### src/core/sid_pkg.sv
`default_nettype none
package sid_pkg;
	// Register offsets on the local register port.
	localparam logic [7:0] SID_OFF_TRIGGER = 8'h00;
	localparam logic [7:0] SID_OFF_CTRL = 8'h04;
	localparam logic [7:0] SID_OFF_GROUP = 8'h08;
	localparam logic [7:0] SID_OFF_STATUS = 8'h0c;

	// Trigger word layout.
	localparam int SID_FILT_HI = 25;
	localparam int SID_FILT_LO = 24;
	localparam int SID_MASK_HI = 23;
	localparam int SID_MASK_LO = 16;
	localparam int SID_GSEL_BIT = 15;
	localparam int SID_NUM_HI = 3;
	localparam int SID_NUM_LO = 0;

	// Control word layout and reset value.
	localparam int SID_CTRL_EN_BIT = 0;
	localparam logic [31:0] SID_CTRL_RST = 32'h0000_0001;

	// Status word layout.
	localparam int SID_STAT_MASK_LO = 0;
	localparam int SID_STAT_NUM_LO = 8;
	localparam int SID_STAT_SRC_LO = 12;
	localparam int SID_STAT_CNT_LO = 16;

	// Group bank reset value and sizes.
	localparam logic [15:0] SID_GROUP_RST = 16'h0000;
	localparam int SID_MAX_CPU = 8;
	localparam int SID_NUM_IRQ = 16;

	typedef enum logic [1:0] {
		SID_FILT_LIST = 2'h0,
		SID_FILT_OTHERS = 2'h1,
		SID_FILT_SELF = 2'h2,
		SID_FILT_RSVD = 2'h3
	} sid_filt_t;
endpackage
`default_nettype wire

### src/core/sid_req_if.sv
`default_nettype none
interface sid_req_if;
	import sid_pkg::*;
	logic valid;
	sid_filt_t filter;
	logic [7:0] mask;
	logic [3:0] num;
	logic secure;
	logic group_sel;
	logic [2:0] src;

	modport src_mp (output valid, output filter, output mask, output num,
		output secure, output group_sel, output src);
	modport dst_mp (input valid, input filter, input mask, input num,
		input secure, input group_sel, input src);
endinterface
`default_nettype wire

### src/core/sid_fwd_slice.sv
`default_nettype none
module sid_fwd_slice
	import sid_pkg::*;
#(
	parameter int IDX = 0,
	parameter bit SEC_EXT = 1'b1
) (
	input wire logic mclk,
	input wire logic sys_rst,
	sid_req_if.dst_mp req,
	input wire logic grp_bit,
	output logic hit
);
	localparam logic [2:0] MY_ID = 3'(IDX);

	logic targeted;
	logic group_ok;

	always_comb begin
		unique case (req.filter)
			SID_FILT_LIST: targeted = req.mask[IDX]; // see see see
			SID_FILT_OTHERS: targeted = (req.src != MY_ID);
			SID_FILT_SELF: targeted = (req.src == MY_ID);
			SID_FILT_RSVD: targeted = 1'b0; // see
		endcase
	end

	// Each slice judges with its own processor's banked group bit.
	always_comb begin
		if (!SEC_EXT) begin
			group_ok = 1'b1;
		end else if (req.secure) begin
			group_ok = (grp_bit == req.group_sel); // see
		end else begin
			group_ok = grp_bit;
		end
	end

	assign hit = req.valid && targeted && group_ok;
endmodule // sid_fwd_slice
`default_nettype wire

### src/core/sid_dispatch.sv
// Added by the designer: the register addresses and strobed register access.
`default_nettype none
// Operation
// Filter field bits 25:24 selects distribution
// Filter 00 forwards to mask-selected interfaces
// Filter 01 forwards to all but requester
// Filter 10 forwards to requester only
// Mask bits 23:16, bit n is interface n
// Mask bit one delivers to that interface
// Mask used only when filter is 00
// Filter 00 with zero mask delivers nothing
// Group select bit exists only with security
// One trigger register shared by both states
// Trigger always present; disabled forwarding drops it
// Trigger exists in every build
// Interrupt number from bits 3:0
// Secure write needs group equal to select
// Non-secure write needs group 1 target
// Decision per target with its banked groups
// Reserved bits ignored, software writes zero
// Reserved filter delivers to nobody
module sid_dispatch
	import sid_pkg::*;
#(
	parameter int NCPU = 8,
	parameter bit SEC_EXT = 1'b1
) (
	input wire logic mclk,
	input wire logic sys_rst,
	input wire logic [7:0] bus_addr,
	input wire logic [31:0] bus_wdata,
	input wire logic bus_wr,
	input wire logic bus_rd,
	output logic [31:0] bus_rdata_q,
	input wire logic [2:0] req_cpu_id,
	input wire logic req_secure,
	output logic [NCPU-1:0] irq_deliver_q,
	output logic [3:0] irq_num_q,
	output logic [2:0] irq_src_q,
	output logic fwd_enable_q
);
	localparam logic [3:0] NCPU_W = 4'(NCPU);

	if (NCPU < 1 || NCPU > SID_MAX_CPU) begin : g_bad_ncpu
		$error("NCPU must lie between 1 and 8");
	end

	sid_req_if req ();

	logic trig_wr;
	logic trig_take;
	logic src_valid;
	logic [NCPU-1:0] hit;
	logic [15:0] grp_q [NCPU];
	logic [7:0] last_mask_q;
	logic [3:0] last_num_q;
	logic [2:0] last_src_q;
	logic [15:0] trig_cnt_q;
	logic [7:0] hit8;
	logic [31:0] rdata_d;

	assign src_valid = ({1'b0, req_cpu_id} < NCPU_W);

	// A single trigger decode serves secure and non-secure writers alike; it is
	// not banked and exists whatever options are built in.
	assign trig_wr = bus_wr && (bus_addr == SID_OFF_TRIGGER); // see
	// Writes while forwarding is off are dropped, not queued for later.
	assign trig_take = trig_wr && fwd_enable_q;

	// Only the named fields are passed on; bits 31:26 and 14:4 never reach the
	// slices, so a stray one in software cannot change delivery.
	always_comb begin
		req.valid = trig_take;
		req.filter = sid_filt_t'(bus_wdata[SID_FILT_HI:SID_FILT_LO]);
		req.mask = bus_wdata[SID_MASK_HI:SID_MASK_LO];
		req.num = bus_wdata[SID_NUM_HI:SID_NUM_LO];
		req.secure = SEC_EXT ? req_secure : 1'b1;
		req.group_sel = SEC_EXT ? bus_wdata[SID_GSEL_BIT] : 1'b0;
		req.src = req_cpu_id;
	end

	for (genvar i = 0; i < NCPU; i++) begin : g_slice
		sid_fwd_slice #(
			.IDX(i),
			.SEC_EXT(SEC_EXT)
		) u_slice (
			.mclk(mclk),
			.sys_rst(sys_rst),
			.req(req),
			.grp_bit(grp_q[i][req.num]),
			.hit(hit[i])
		);
	end

	always_ff @(posedge mclk) begin
		if (sys_rst) begin
			irq_deliver_q <= '0;
			irq_num_q <= 4'h0;
			irq_src_q <= 3'h0;
		end else begin
			irq_deliver_q <= hit;
			if (trig_take) begin
				irq_num_q <= req.num;
				irq_src_q <= req.src;
			end
		end
	end

	always_ff @(posedge mclk) begin
		if (sys_rst) begin
			fwd_enable_q <= SID_CTRL_RST[SID_CTRL_EN_BIT];
		end else if (bus_wr && bus_addr == SID_OFF_CTRL) begin
			fwd_enable_q <= bus_wdata[SID_CTRL_EN_BIT];
		end
	end

	// Each processor reaches its own group bank at one shared offset. With the
	// security option only secure writes may change it.
	always_ff @(posedge mclk) begin
		if (sys_rst) begin
			for (int i = 0; i < NCPU; i++) begin
				grp_q[i] <= SID_GROUP_RST;
			end
		end else if (bus_wr && bus_addr == SID_OFF_GROUP && src_valid &&
			(!SEC_EXT || req_secure)) begin
			grp_q[req_cpu_id] <= bus_wdata[SID_NUM_IRQ-1:0];
		end
	end

	always_comb begin
		hit8 = 8'h00;
		hit8[NCPU-1:0] = hit;
	end

	always_ff @(posedge mclk) begin
		if (sys_rst) begin
			last_mask_q <= 8'h00;
			last_num_q <= 4'h0;
			last_src_q <= 3'h0;
			trig_cnt_q <= 16'h0000;
		end else if (trig_take) begin
			last_mask_q <= hit8;
			last_num_q <= req.num;
			last_src_q <= req.src;
			trig_cnt_q <= trig_cnt_q + 16'h0001;
		end
	end

	always_comb begin
		rdata_d = 32'h0000_0000;
		if (bus_rd) begin
			unique case (bus_addr)
				SID_OFF_CTRL: rdata_d[SID_CTRL_EN_BIT] = fwd_enable_q;
				SID_OFF_GROUP: begin
					if (src_valid) begin
						rdata_d[SID_NUM_IRQ-1:0] = grp_q[req_cpu_id];
					end
				end
				SID_OFF_STATUS: begin
					rdata_d[SID_STAT_MASK_LO +: 8] = last_mask_q;
					rdata_d[SID_STAT_NUM_LO +: 4] = last_num_q;
					rdata_d[SID_STAT_SRC_LO +: 3] = last_src_q;
					rdata_d[SID_STAT_CNT_LO +: 16] = trig_cnt_q;
				end
				default: rdata_d = 32'h0000_0000;
			endcase
		end
	end

	// Read data stands only in the cycle after the strobe.
	always_ff @(posedge mclk) begin
		if (sys_rst) begin
			bus_rdata_q <= 32'h0000_0000;
		end else begin
			bus_rdata_q <= rdata_d;
		end
	end

	// Helper copies of the taken trigger, read only by the checks below.
	logic take_h;
	logic [31:0] wd_h;
	logic [2:0] src_h;
	logic sec_h;
	logic off_wr_h;

	always_ff @(posedge mclk) begin
		if (sys_rst) begin
			take_h <= 1'b0;
			wd_h <= 32'h0000_0000;
			src_h <= 3'h0;
			sec_h <= 1'b0;
			off_wr_h <= 1'b0;
		end else begin
			take_h <= trig_take;
			wd_h <= bus_wdata;
			src_h <= req_cpu_id;
			sec_h <= req_secure;
			off_wr_h <= trig_wr && !fwd_enable_q;
		end
	end

	logic [NCPU-1:0] mask_h;
	logic [NCPU-1:0] self_h;
	assign mask_h = wd_h[SID_MASK_LO +: NCPU];
	assign self_h = NCPU'(1) << src_h;

	// Group bits of the taken number, one per target. No group write can land in the
	// same edge as a trigger, so the banks still hold what the trigger was judged by.
	logic [NCPU-1:0] grp_col_h;
	logic [NCPU-1:0] ok_vec_h;

	always_comb begin
		grp_col_h = '0;
		for (int i = 0; i < NCPU; i++) begin
			grp_col_h[i] = grp_q[i][wd_h[SID_NUM_HI:SID_NUM_LO]];
		end
	end

	always_comb begin
		if (!SEC_EXT) begin
			ok_vec_h = '1;
		end else if (sec_h) begin
			ok_vec_h = ~(grp_col_h ^ {NCPU{wd_h[SID_GSEL_BIT]}});
		end else begin
			ok_vec_h = grp_col_h;
		end
	end
endmodule // sid_dispatch
`default_nettype wire

### config.mk
export PLATFORM = sky130hd
export DESIGN_NAME = sid_dispatch
export DESIGN_NICKNAME = d
export VERILOG_FILES = /design/src/core/sid_pkg.sv /design/src/core/sid_req_if.sv /design/src/core/sid_fwd_slice.sv /design/src/core/sid_dispatch.sv
export SDC_FILE = /design/constraint.sdc
export NUM_CORES = 1
export LEC_CHECK = 0
export ABC_AREA = 1
export CAP_MARGIN = 30
export CORE_MARGIN = 10
export CORE_UTILIZATION = 25
export CTS_BUF_LIST = sky130_fd_sc_hd__clkbuf_4 sky130_fd_sc_hd__clkbuf_8 sky130_fd_sc_hd__clkbuf_16
export DETAILED_ROUTE_END_ITERATION = 10
export DONT_BUFFER_PORTS = 1
export PLACE_DENSITY = 0.4
export SLEW_MARGIN = 5
export SYNTH_ARGS = -nofsm -noshare
export SYNTH_HDL_FRONTEND = slang
export SYNTH_HIERARCHICAL = 1
export SYNTH_SLANG_ARGS = --single-unit
export TNS_END_PERCENT = 50
### constraint.sdc
create_clock -name mclk -period 7.25 [get_ports mclk]
set_clock_uncertainty 0.05 [all_clocks]
set_input_delay 1.8125 -clock mclk [delete_from_list [all_inputs] [get_ports mclk]]
set_output_delay 1.8125 -clock mclk [all_outputs]
set_load 0.1 [all_outputs]
==> flow_summary.toml <==
[cells_and_area]
drive_gt1_frac = 0.0727
multi_input_area_mm2 = 0.00394
regArea_mm2 = 0.00529
fin_cells = 1737
fill_cells = 4285
final_common_cell = "nor2_1"
layout_common_cells = "nor2_1 (260), nand2_1 (161), inv_1 (144)"
utilization = 0.279
syn_to_final_growth_pct = 9.95
final_nets = 1247

[critical_path]
r2r_start = "fwd_enable_q$_SDFFE_PP1P_"
cp_cell_sequence = "inv_2 -> buf_4 -> o21ai_0 -> o211ai_1 -> nand3_1 -> nand2_1 -> nand2_1 -> nand2_1 -> nand2_1 -> nor2_1 -> inv_1 -> a21oi_1"
setup.worst_path.start = "bus_wdata[0]"
arrival_ns = 4.23
cp-start-kind = "primary input"
slowest_stage = "inv_2"
crit_fanout = 72
timing.rr.end = "last_mask_q[2]$_SDFFE_PP0P_"
critical_path_buf_inv_count = 3
cp_num_cells = 12
rrSetupSlack_ns = 4.90
crit_path_end = "last_mask_q[0]$_SDFFE_PP0P_"
cpMostUsedCell = "nand2_1"
cp-end-kind = "flip-flop"
cp_top_family = "buffers and inverters"
reg2reg_depth = 11
required_ns = 7.59
max_stage_delay_ns = 0.53
critPathKind = "primary input to flip-flop"

[floorplanning]
core_mm2 = 0.0399
dieHeight_um = 221
die-area_mm2 = 0.0490
ioPinCount = 96
die_w_um = 221
start_util = 0.254
rows = 73

[drt]
routed_wl_mm = 33.5
drt_iter0_markers = 706
routed_via_density = 4.75
drc = 0
postRouteAntennaNets = 0
drtPass1Iterations = 5
post_drt_wl_per_cell_um = 19.3
vias = 8256

[timing]
fmax_ghz = 0.257
drv_slew = 0
worstMarginPinSlew_ns = 1.02
period_needed_ns = 3.89
fin_crit_sh = 0.537
setup_viol = 0
hold_slack_ns = 0.400
rsz0062_at_grt = "no"
fin_tns_setup_ns = 0
final_hold_viol_count = 0
timing.final.ws_setup_ns = 3.36
slew_headroom = 0.317

[clocking]
clock-sinks = 200
ctsResizeCount = 0
htreeDepth = 4
cts_made_buffers = 17
cts_tree = "yes"
cts_setup_buffers = 0
cts-root-buf = "clkbuf_16"
cts_buffer_depth = 2
insertion_delay_ns = 0.47
holdBufCountCts = 0
cts.clk_slew.worst_paths_ns = 0.07

[grt]
grt.met1_usage = 0.186
overflow = 0
met3_usage = 0.0374
gr-usage-met2 = 0.200
busiest_layer = "met2"
gr-usage-all-layers = 0.134
antenna_found_initial = 4
grt_max_degree = 99
grt_pass1_wl_mm = 50.3
grt_pass1_vias = 7693

[synthesis]
synth_area_mm2 = 0.0101
ys_types = 34
seq_area_frac_synth = 0.521
synth-seq-cells = 200
synth_cells = 1236
synth_area_per_cell_um2 = 8.20
syn-num-nets = 1285
yosys_warnings = 6

[min_path]
hp-class = "flip-flop to flip-flop"
holdCritStartpoint = "trig_cnt_q[15]$_SDFFE_PP0P_"

[placement]
pre_cts_ws_ns = 2.93
port_buffers = 0
gp_congestion = 0.779
place.detailed.hpwl_mm = 22.8
placed_cells = 1704

[power]
p_leak_nw = 4.27
irDropWorstVdd_mv = 0.122
p_per_area_mw_per_mm2 = 219

[run_status]
status = "complete, no violations"

[job]
max_cap_viol_count = 0
-- logic make-up (layout without fill, tap and decap cells) --
kind of cell    after synthesis  after routing  share of synthesized area
compound gates              270            270                      0.152
other cells                   0              1                          0
fa+ha+maj                     1              1                    0.00123
flops                       200            200                      0.521
buf+inv                     219            194                     0.0901
simple gates                543            543                      0.233
xor+xnor                      3              3                    0.00259
-- power by group --
part           internal, mW  switching (mW)  leakage, nW
Combinational        0.0509           0.136         2.19
Sequential             1.24          0.0176         1.79
Clock                 0.521           0.470        0.281
Total                  1.82           0.623         4.27
-- worst min-delay path, delay by kind of cell (launching register included) --
family	cells	cell delay, ns
AND/OR/NAND/NOR	1	0.03
flip-flops	1	0.33
buffers and inverters	1	0.05
-- worst min path at each step --
stage | end | depth (start not counted)
final | bus_rdata_q[31]$_SDFF_PP0_ | 2
after global routing | last_mask_q[6]$_SDFFE_PP0P_ | 2
after CTS | bus_rdata_q[31]$_SDFF_PP0_ | 2
after detailed placement | bus_rdata_q[31]$_SDFF_PP0_ | 2
after global placement | bus_rdata_q[31]$_SDFF_PP0_ | 2
after floorplan | bus_rdata_q[31]$_SDFF_PP0_ | 2
-- cell usage after synthesis --
| cell type | instances | share of area |
|---|---|---|
| nor2_1 | 260 | 0.096 |
| nand2_1 | 161 | 0.060 |
| inv_1 | 145 | 0.054 |
| o21ai_0 | 141 | 0.070 |
| edfxtp_1 | 128 | 0.38 |
| dfxtp_1 | 72 | 0.14 |
| nand3_1 | 65 | 0.032 |
| o211ai_1 | 63 | 0.047 |
| a21oi_1 | 52 | 0.026 |
| clkbuf_1 | 37 | 0.014 |
| buf_2 | 16 | 0.0079 |
| nand4_1 | 13 | 0.0080 |
| or2_2 | 11 | 0.0068 |
| buf_6 | 9 | 0.010 |
| nor2_2 | 9 | 0.0056 |
| nand2_4 | 8 | 0.0089 |
| a21oi_2 | 7 | 0.0060 |
| inv_2 | 6 | 0.0022 |
| nor3_1 | 6 | 0.0030 |
| o21ai_1 | 4 | 0.0020 |
| buf_1 | 3 | 0.0011 |
| nor2_4 | 3 | 0.0033 |
| xor2_1 | 3 | 0.0026 |
| a31oi_1 | 2 | 0.0012 |
| clkinv_1 | 2 | 0.00074 |
| nor2_8 | 2 | 0.0039 |
| and2_1 | 1 | 0.00062 |
| buf_4 | 1 | 0.00074 |
| ha_1 | 1 | 0.0012 |
| nand2_2 | 1 | 0.00062 |
| nand4_4 | 1 | 0.0021 |
| nor3_4 | 1 | 0.0016 |
| nor4_1 | 1 | 0.00062 |
| o21a_1 | 1 | 0.00074 |
-- registers in the layout, indices dropped and copies added (netlist names) --
signal         cells
last_mask_q        8
trig_cnt_q        16
last_src_q         3
grp_q            128
last_num_q         4
fwd_enable_q       1
irq_deliver_q      8
bus_rdata_q       32
-- cell type report --
cell class,count,share of cell area
diodes,1,0.000224
clock buffers,19,0.0395
clock inverters,13,0.0129
inverters,153,0.0515
multi-input cells,817,0.354
flip-flops and latches,200,0.474
well taps,525,0.0589
repair buffers,9,0.00932
-- layer usage --
metal	share of wire	up-vias	wire [µm]
li1	-	4020	-
met1	0.48	3954	16000
met2	0.44	244	14600
met3	0.071	32	2380
met4	0.013	6	425
met5	0.0012	-	41
-- metrics by stage --
| step | instance area, µm² | power [mW] |
|---|---|---|
| 6_report | 11100 | 2.44 |
| 5_1_grt | 11100 | 2.53 |
| 4_1_cts | 11100 | 2.46 |
| 3_5_place_dp | 10600 | 1.48 |
| 3_3_place_gp | 10500 | 1.48 |
| 2_1_floorplan | 10100 | 1.43 |
(Power assumes the default switching activity.)
